--- src/port4_cs_defs.svh ---
// Register offsets, field positions and reset values of the port 4 block
`ifndef PORT4_CS_DEFS_SVH
`define PORT4_CS_DEFS_SVH

// Printed offsets are not all word multiples: these are indexes
`define IDX_PIN01_CONFIG 8'h92
`define IDX_PIN23_CONFIG 8'h93
`define IDX_POLARITY_MISC 8'hA2
`define IDX_PIN_DATA 8'hA5
// Base address registers: index of pin0 high byte, then low, per pin
`define IDX_BASE_FIRST 8'hB0
`define IDX_BASE_LAST 8'hB7
`define IDX_CORE_STATUS 8'hB8

`define POL_FIELD_LSB 4
`define PWDN_HOLD_BIT 1
`define RMW_PIN_BIT 0

`define CONFIG_RESET 8'h00
`define POLARITY_RESET 8'h00
`define DATA_RESET 4'hF
`define BASE_RESET 8'h00

`define MODE_GPIO 2'b00
`define MODE_READ 2'b01
`define MODE_WRITE 2'b10
`define MODE_BOTH 2'b11
`define CMP_FULL 2'b00
`define CMP_A15_A1 2'b01
`define CMP_A15_A2 2'b10
`define CMP_A15_A8 2'b11

`endif

--- src/port4_cs_pkg.sv ---
// Types shared by the port 4 chip-select block
package port4_cs_pkg;

    typedef struct packed {
        logic [15:0] addr;
        logic rd_strobe;
        logic wr_strobe;
    } ext_bus_s;

    typedef struct packed {
        logic [1:0] mode;
        logic [1:0] cmp_width;
    } pin_config_s;

    typedef enum logic [2:0] {
        BUS_IDLE = 3'b001,
        BUS_WRITE = 3'b010,
        BUS_READ = 3'b100
    } bus_state_e;

endpackage : port4_cs_pkg

--- src/port4_chip_select.sv ---
// Port 4 general I/O and chip-select strobe logic with AHB-Lite registers
`timescale 1ns/1ps
`include "port4_cs_defs.svh"

// How it works
// RL1: Mode 00 makes the pin plain quasi-bidirectional I/O.
// RL2: Mode 01 makes the pin a read strobe on matching reads.
// RL3: Mode 10 makes the pin a write strobe on matching writes.
// RL4: Mode 11 makes the pin a strobe on matching reads and writes.
// RL5: Width 00 compares all sixteen address bits.
// RL6: Width 01 compares bits 15 to 1.
// RL7: Width 10 compares bits 15 to 2.
// RL8: Width 11 compares bits 15 to 8.
// RL9: Each pin has its own high and low base address bytes.
// RL10: Polarity bit 1 means strobe active high, 0 active low.
// RL11: Hold bit keeps address-latch and fetch strobes high in power-down.
// RL12: Read-path bit selects pins or latch for read-modify-write reads.
// RL13: Four I/O bits in 3..0 with pull-ups; upper bits read zero.
// RL14: Matching external data accesses drive the strobe with its polarity.
// RL15: I/O pins keep driving their data bits beside strobe pins.
// RL16: Strobe lasts exactly as long as the external bus strobe.
// RL17: Reset clears all mode, width and polarity fields.
module port4_chip_select (
    input wire logic clk,
    input wire logic reset_n,
    input wire logic hsel,
    input wire logic [31:0] haddr,
    input wire logic [1:0] htrans,
    input wire logic hwrite,
    input wire logic [2:0] hsize,
    input wire logic [31:0] hwdata,
    input wire logic hready,
    output logic [31:0] hrdata,
    output logic hreadyout,
    output logic hresp,
    input wire port4_cs_pkg::ext_bus_s ext_bus,
    input wire logic power_down,
    input wire logic core_ale,
    input wire logic core_fetch,
    input wire logic rmw_read,
    output logic [7:0] rmw_read_data,
    input wire logic [3:0] pin_in,
    output logic [3:0] pin_out,
    output logic [3:0] pin_oe_n,
    output logic ale_pin,
    output logic program_fetch_strobe
);
    import port4_cs_pkg::*;

    ////////////////////////////////////////////////////////////////////////
    logic [7:0] port4_pin01_config;
    logic [7:0] port4_pin23_config;
    logic [7:0] strobe_polarity_and_misc;
    logic [3:0] port4_pin_data;
    logic [7:0] base_reg [0:7];
    bus_state_e state;
    logic [7:0] data_index;
    logic [3:0] strobe_active;
    logic [3:0] cs_mode_pin;
    pin_config_s cfg [0:3];
    logic [7:0] read_word;
    logic [7:0] addr_index;
    logic take;

    assign addr_index = haddr[9:2];
    assign take = hsel && hready && htrans[1];
    assign hreadyout = 1'b1;
    assign hresp = 1'b0;

    ////////////////////////////////////////////////////////////////////////
    // Bus phase tracking: zero wait states
    always_ff @(posedge clk or negedge reset_n)
    begin
        if (!reset_n)
        begin
            state <= BUS_IDLE;
            data_index <= 8'h00;
        end
        else if (hready)
        begin
            if (take)
            begin
                state <= hwrite ? BUS_WRITE : BUS_READ;
                data_index <= addr_index;
            end
            else
            begin
                state <= BUS_IDLE;
            end
        end
    end

    ////////////////////////////////////////////////////////////////////////
    // Register writes
    always_ff @(posedge clk or negedge reset_n)
    begin
        if (!reset_n)
        begin
            port4_pin01_config <= `CONFIG_RESET; // [RL17]
            port4_pin23_config <= `CONFIG_RESET; // [RL17]
            strobe_polarity_and_misc <= `POLARITY_RESET; // [RL17]
            port4_pin_data <= `DATA_RESET;
        end
        else if (state == BUS_WRITE)
        begin
            case (data_index)
                `IDX_PIN01_CONFIG: port4_pin01_config <= hwdata[7:0];
                `IDX_PIN23_CONFIG: port4_pin23_config <= hwdata[7:0];
                `IDX_POLARITY_MISC:
                    strobe_polarity_and_misc <= {hwdata[7:4], 2'b00,
                        hwdata[1:0]};
                `IDX_PIN_DATA: port4_pin_data <= hwdata[3:0]; // [RL13]
                default: ;
            endcase
        end
    end

    always_ff @(posedge clk or negedge reset_n)
    begin
        if (!reset_n)
        begin
            for (int i = 0; i < 8; i++)
                base_reg[i] <= `BASE_RESET;
        end
        else if (state == BUS_WRITE && data_index >= `IDX_BASE_FIRST
                 && data_index <= `IDX_BASE_LAST)
        begin
            base_reg[3'(data_index - `IDX_BASE_FIRST)] <= hwdata[7:0]; // [RL9]
        end
    end

    ////////////////////////////////////////////////////////////////////////
    // Read mux on the address phase; pin levels read back as data
    always_comb
    begin
        read_word = 8'h00;
        case (addr_index)
            `IDX_PIN01_CONFIG: read_word = port4_pin01_config;
            `IDX_PIN23_CONFIG: read_word = port4_pin23_config;
            `IDX_POLARITY_MISC: read_word = strobe_polarity_and_misc;
            `IDX_PIN_DATA: read_word = {4'h0, pin_in}; // [RL13]
            `IDX_CORE_STATUS: read_word = {4'h0, strobe_active};
            default:
            begin
                if (addr_index >= `IDX_BASE_FIRST
                    && addr_index <= `IDX_BASE_LAST)
                    read_word = base_reg[3'(addr_index - `IDX_BASE_FIRST)];
            end
        endcase
    end

    // Registered so read data stands clean for the whole data phase.
    // Limitation: a read right behind a write to the same register
    // returns the value from before that write.
    always_ff @(posedge clk or negedge reset_n)
    begin
        if (!reset_n)
        begin
            hrdata <= 32'h00000000;
        end
        else if (hready)
        begin
            if (take && !hwrite)
                hrdata <= {24'h000000, read_word};
            else
                hrdata <= 32'h00000000;
        end
    end

    ////////////////////////////////////////////////////////////////////////
    // Per-pin compare and strobe generation
    assign cfg[0] = port4_pin01_config[3:0];
    assign cfg[1] = port4_pin01_config[7:4];
    assign cfg[2] = port4_pin23_config[3:0];
    assign cfg[3] = port4_pin23_config[7:4];

    always_comb
    begin
        logic [15:0] base;
        logic [15:0] mask;
        logic hit;
        base = 16'h0000;
        mask = 16'hFFFF;
        hit = 1'b0;
        for (int p = 0; p < 4; p++)
        begin
            base = {base_reg[2*p], base_reg[2*p+1]}; // [RL9]
            case (cfg[p].cmp_width)
                `CMP_FULL: mask = 16'hFFFF; // [RL5]
                `CMP_A15_A1: mask = 16'hFFFE; // [RL6]
                `CMP_A15_A2: mask = 16'hFFFC; // [RL7]
                `CMP_A15_A8: mask = 16'hFF00; // [RL8]
                default: mask = 16'hFFFF;
            endcase
            hit = ((ext_bus.addr ^ base) & mask) == 16'h0000;
            case (cfg[p].mode)
                `MODE_READ: strobe_active[p] = hit && ext_bus.rd_strobe; // [RL2]
                `MODE_WRITE: strobe_active[p] = hit && ext_bus.wr_strobe; // [RL3]
                `MODE_BOTH: // [RL4]
                    strobe_active[p] = hit
                        && (ext_bus.rd_strobe || ext_bus.wr_strobe);
                default: strobe_active[p] = 1'b0; // [RL1]
            endcase
            cs_mode_pin[p] = cfg[p].mode != `MODE_GPIO;
        end
    end

    // Combinational so the strobe tracks the bus strobe exactly
    always_comb
    begin
        for (int p = 0; p < 4; p++)
        begin
            if (cs_mode_pin[p])
            begin
                // [RL10] [RL14] [RL16]
                pin_out[p] = strobe_active[p]
                    ~^ strobe_polarity_and_misc[`POL_FIELD_LSB + p];
                pin_oe_n[p] = 1'b0;
            end
            else
            begin
                // Quasi-bidirectional: drive low only, pull-up gives high
                pin_out[p] = port4_pin_data[p]; // [RL1] [RL15]
                pin_oe_n[p] = port4_pin_data[p]; // [RL13]
            end
        end
    end

    ////////////////////////////////////////////////////////////////////////
    // Power-down strobe hold and read-modify-write path
    always_comb
    begin
        if (power_down)
        begin
            ale_pin = strobe_polarity_and_misc[`PWDN_HOLD_BIT]; // [RL11]
            program_fetch_strobe = strobe_polarity_and_misc[`PWDN_HOLD_BIT];
        end
        else
        begin
            ale_pin = core_ale;
            program_fetch_strobe = core_fetch;
        end
    end

    always_comb
    begin
        rmw_read_data = 8'h00;
        if (rmw_read && strobe_polarity_and_misc[`RMW_PIN_BIT])
            rmw_read_data = {4'h0, pin_in}; // [RL12]
        else if (rmw_read)
            rmw_read_data = {4'h0, port4_pin_data}; // [RL12]
    end
endmodule : port4_chip_select

--- config.mk ---
export PLATFORM = sky130hd
export DESIGN_NAME = port4_chip_select
export DESIGN_NICKNAME = d
export VERILOG_FILES = /design/src/port4_cs_pkg.sv /design/src/port4_chip_select.sv
export VERILOG_INCLUDE_DIRS = /design/src /design/src/src
export SDC_FILE = /design/constraint.sdc
export NUM_CORES = 1
export LEC_CHECK = 0
export BUFFER_PORTS_ARGS = -buffer_cell sky130_fd_sc_hd__buf_2
export CORE_AREA = 4 4 126 140
export CTS_CLUSTER_SIZE = 20
export DETAILED_ROUTE_END_ITERATION = 7
export DIE_AREA = 0 0 130 144
export GPL_TIMING_DRIVEN = 0
export PLACE_DENSITY = 0.64
export SLEW_MARGIN = 30
export SYNTH_ARGS = -nofsm -noshare
export SYNTH_HDL_FRONTEND = slang
export SYNTH_SLANG_ARGS = --single-unit
--- constraint.sdc ---
create_clock -name clk -period 2.4 [get_ports clk]
set_input_delay 0.12 -clock clk [delete_from_list [all_inputs] [get_ports clk]]
set_output_delay 0.12 -clock clk [all_outputs]
set_load 0.01 [all_outputs]
==> After elaboration in Yosys (flattened, before gate mapping) <==
Index checks and enable logic that the tools add are counted.
{ "word_totals": {"reg_bits": 133, "inputBits": 100, "output_inout_bits": 52, "word_cells": 142} }
{ "classes": {"add_sub_neg": 2, "magnitude_cmp": 7, "eq_ne": 34, "n_mux": 31, "bitwise_logic": 14, "n_reduce_logical": 39} }
{ "op_table": {"columns": ["operator", "count"], "rows": [
  ["$pmux W16 S4", 4],
  ["$eq A8 B8 Y1 const B", 9],
  ["$and A16 B16 Y16", 4],
  ["$bwmux W64", 1],
  ["$logic_not A16 Y1", 4],
  ["$xor A16 B16 Y16", 4],
  ["$mux W8", 5],
  ["$pmux W8 S5", 1],
  ["$eq A2 B2 Y1 const B", 16],
  ["$bmux W8 S3", 1],
  ["$demux W8 S3", 1],
  ["$logic_and A1 B1 Y1", 20],
  ["$eq A2 B1 Y1 const B", 8],
  ["$ge A8 B8 Y1 const B", 2],
  ["$le A8 B8 Y1 const B", 2],
  ["$pmux W1 S3", 4],
  ["$mux W1", 10],
  ["$reduce_and A2 Y1", 5],
  ["$ge A4 B4 Y1 const B", 2],
  ["$logic_not A2 Y1", 4],
  ["$mux W4", 2],
  ["$not A3 Y4", 2],
  ["$reduce_bool A2 Y1", 4],
  ["$mux W3", 2],
  ["other kinds (6)", 10]
]} }

==> Logic depth before layout (Yosys ltp) <==
{ "depth": {"word_depth": 8, "depth_mapped": 7, "depth_no_buf": 5} }

==> Worst setup path before layout <==
No wires, ideal clock.
{ "synth_timing": {"path_type": "register -> register", "start": "register data_index[3]", "end": "register strobe_polarity_and_misc[0]", "setup_time_ns": 0.125, "arrival_ns": 1.816, "required_time_ns": 2.275, "setup_slack_ns": 0.459, "stages_incl_launch_ff": 7, "n_path_buf": 1, "period_less_slack_ns": 1.941, "cell_sequence": "dfrtp_1 nand4bb_1 nor3_2 nand2_1 or4_1 buf_2 mux2_4"} }
{ "synth_between": {"elab_chain_cells": 2} }
{ "synth_rtl": {"columns": ["item", "line_no", "source"], "rows": [
  ["start, declared", "port4_chip_select.sv:57", "logic [7:0] data_index;"],
  ["start signal, assigned", "port4_chip_select.sv:84", "data_index <= addr_index;"],
  ["$eq A8 B8 Y1", "port4_chip_select.sv:106", "case (data_index)"],
  ["$reduce_and A2 Y1 (no line)", null, null],
  ["end signal, assigned", "port4_chip_select.sv:101", "strobe_polarity_and_misc <= `POLARITY_RESET;"],
  ["end signal, assigned", "port4_chip_select.sv:110", "strobe_polarity_and_misc <= {hwdata[7:4], 2'b00,"],
  ["end, declared", "port4_chip_select.sv:53", "logic [7:0] strobe_polarity_and_misc;"]
]} }
No other way between the ends.
A chain may end at the register's enable or synchronous reset.

==> Worst setup path in the final report <==
{ "layout_timing": {"start": "register data_index[3]", "end": "register base_reg[45] (netlist name)"} }
{ "layout_between": {"elab_chain_cells": 3, "elab_cells_between_ends": 4, "classes_between": "2 x order compare; 2 x reduce/logical"} }
{ "layout_rtl": {"columns": ["item", "line_no", "source"], "rows": [
  ["$ge A8 B8 Y1 (no line)", null, null],
  ["$logic_and A1 B1 Y1 (no line)", null, null],
  ["$logic_and A1 B1 Y1 (no line) (*)", null, null],
  ["end signal, assigned by index", "port4_chip_select.sv:123", "base_reg[i] <= `BASE_RESET;"],
  ["end signal, assigned by index", "port4_chip_select.sv:128", "base_reg[3'(data_index - `IDX_BASE_FIRST)] <= hwdata[7:0];"],
  ["end, declared", "port4_chip_select.sv:55", "logic [7:0] base_reg [0:7];"]
]} }
Every way passes the cells marked *; elsewhere a longest branch is shown, timed or not.

==> impl_metrics.tcl <==
set metrics [dict create \
    clock_skew_ns 0.0110 \
    fin_util 0.469 \
    wl_met1_um 7360 \
    violations "negative setup slack" \
    place_congestion 0.889 \
    dr.pass1.iters 5 \
    die_h_um 144 \
    powerDensity_nw_per_um2 536 \
    stdcell_area_um2 7600 \
    wl_met2_um 8430 \
    rsz0062_at_grt "true" \
    synthFlopType "dfrtp_1" \
    root_buffer "clkbuf_16" \
    yosys_warnings 0 \
    fillers 1494 \
    diodes 0 \
    overflow 0 \
    crit_path_end_kind "flip-flop" \
    cts_made_buffers 9 \
    max_freq_ghz 0.413 \
    path_clk_slew_ns 0.07 \
    core_um2 16200 \
    synth_cells 525 \
    fin_crit_sh 1.01 \
    drive_gt1_frac 0.416 \
    cts_buffer_depth 2 \
    critPathLaunchType "flip-flop" \
    cp.buffers_inverters 0 \
    clk_latency_ns 0.37 \
    worstSetupPathType "flip-flop to flip-flop" \
    grt_pass1_vias 4718 \
    top_layer "met4" \
    cp.arrival_ns 2.67 \
    synth_area_per_cell_um2 12.1 \
    dieArea_um2 18700 \
    ios 152 \
    largest_reg_flops 64 \
    routed_wl_um 17500 \
    crit_family "simple AND/OR/NAND/NOR gates" \
    wl_met3_um 1360 \
    drcViolationCount 0 \
    syn_area_um2 6350 \
    status "complete, but fails checks" \
    seq_area_um2 2730 \
    wl_per_cell_um 20.7 \
    grt.total_usage 0.193 \
    p_leak_nw 3.53 \
    cp_data_required_time_ns 2.65 \
    grt_pass1_wl_um 27000 \
    max_slew_margin 0.519 \
    dp_hpwl_um 13500 \
    maxCapViolations 0 \
    synthDistinctLibCells 57 \
    htree_levels 3 \
    antenna_found_initial 0 \
    tightestPinTransition_ns 0.722 \
    start_util 0.393 \
    synth_edf_count 0 \
    finalHoldViolCount 0 \
    syn_to_final_growth_pct 19.6 \
    grt_max_degree 63 \
    num_rows 49 \
    nets 737 \
    hold_class "input port to flip-flop" \
    num_vias 4582 \
    slew_viol_final 0 \
    setup_viol 23 \
    max_stage_delay_ns 0.59 \
    ys_async_sr_fraction 1.00 \
    multi_input_area_um2 3480 \
    path_max_fanout 8 \
    ys_seq_area_frac 0.430 \
    slowest_stage "nor2_2" \
    post_dp_cell_area_um2 7060 \
    die_w_um 130 \
    final_cell_mix "dfrtp_1 (104), mux2_2 (92), buf_2 (69)" \
    cp_cell_sequence "nand4bb_1 -> nor3_2 -> nand4b_1 -> nor2_2 -> mux2_2" \
    synth-seq-cells 109 \
    min_period_ns 2.42 \
    mostFrequentLayoutCell "dfrtp_1" \
    clock_sinks 109 \
    cts_tree "built" \
    whs_ns 0.00442 \
    drt-vias-per-instance 5.42 \
    drtIter0Drc 385 \
    io_buffers 62 \
    postRouteAntennaNets 0 \
    setup_ws_ns -0.0207 \
    vdd_drop_max_mv 0.400 \
]
## worst register-to-register path: cells and delay by family, from the launching register on
kind | cells | cell delay, ns
DFF | 1 | 0.37
and+or+nand+nor | 4 | 1.54
muxes | 1 | 0.40
## worst paths after layout
| path | endpoint | startpoint | cells past startpoint | slack, ns |
|---|---|---|---|---|
| max in group asynchronous | data_index[3] | reset_n | 3 | 1.48 |
| min in group asynchronous | base_reg[57] | reset_n | 2 | 0.24 |
| hold reg to reg | data_index[3] | data_index[3] | 1 | 0.50 |
| setup / recovery | base_reg[45] | data_index[3] | 5 | -0.02 |
| setup reg to reg | base_reg[45] | data_index[3] | 5 | -0.02 |
| hold / removal | base_reg[7] | hwdata[7] | 2 | 0.004 |
## cells in the mapped netlist (12+ instances only)
library cell / n / area [µm²]
o21ai_0: 12 / 60.1
nor2_1: 16 / 60.1
mux4_2: 16 / 360
buf_4: 30 / 225
xnor2_1: 42 / 368
xor2_1: 22 / 193
mux2_2: 92 / 1040
nand2_1: 16 / 60.1
clkbuf_1: 15 / 56.3
dfrtp_1: 104 / 2600
nand3_1: 12 / 60.1
mux2i_1: 20 / 200
## stage by stage
step / total power, mW / setup TNS (ns) / setup WS, ns / instances
after floorplan: 2.28 / 0 / 0.459 / 553
after global placement: 2.46 / -0.118 / -0.00496 / 819
after detailed placement: 2.48 / -0.0607 / -0.0144 / 820
after CTS: 4.09 / -0.0294 / -0.0130 / 843
after global routing: 4.22 / -1.62 / -0.0797 / 846
final: 4.07 / -0.180 / -0.0207 / 846
## layout make-up
cell class / instances / share of cell area
Buffer: 54 / 0.0428
Tap cell: 204 / 0.0336
Clock inverter: 6 / 0.00988
Inverter: 12 / 0.00593
Multi-Input combinational cell: 378 / 0.458
Timing Repair Buffer: 73 / 0.0585
Sequential cell: 109 / 0.360
Clock buffer: 10 / 0.0315
## power by group
group / switching, mW / total (mW) / leakage, nW / internal [mW]
logic: 0.291 / 0.520 / 1.94 / 0.229
clock network: 0.739 / 1.60 / 0.152 / 0.857
registers: 0.0622 / 1.96 / 1.44 / 1.89
## routing by layer
metal | GRT usage | vias up
met2 | 0.320 | 193
met5 | 0 | -
met3 | 0.0425 | 26
met1 | 0.257 | 2284
met4 | 0.0525 | 0
li1 | - | 2079
## logic make-up after synthesis
| logic type | count (synthesis) | synth area share |
|---|---|---|
| buf+inv | 66 | 0.0583 |
| xor+xnor | 64 | 0.0882 |
| other cells | 2 | 0.00118 |
| mux | 134 | 0.265 |
| flops | 109 | 0.430 |
| compound gates | 54 | 0.0677 |
| simple gates | 96 | 0.0888 |
## timing repair
| item | in CTS | in global routing |
|---|---|---|
| pin swaps | 2 | 7 |
| gates resized for setup | 10 | 8 |
| hold buffers | 5 | 0 |
| buffers inserted | 2 | 3 |
| endpoints found under the setup margin | 10 | 35 |
| endpoints found under the hold margin | 46 | 0 |
Power figures use the tool's default switching activity.
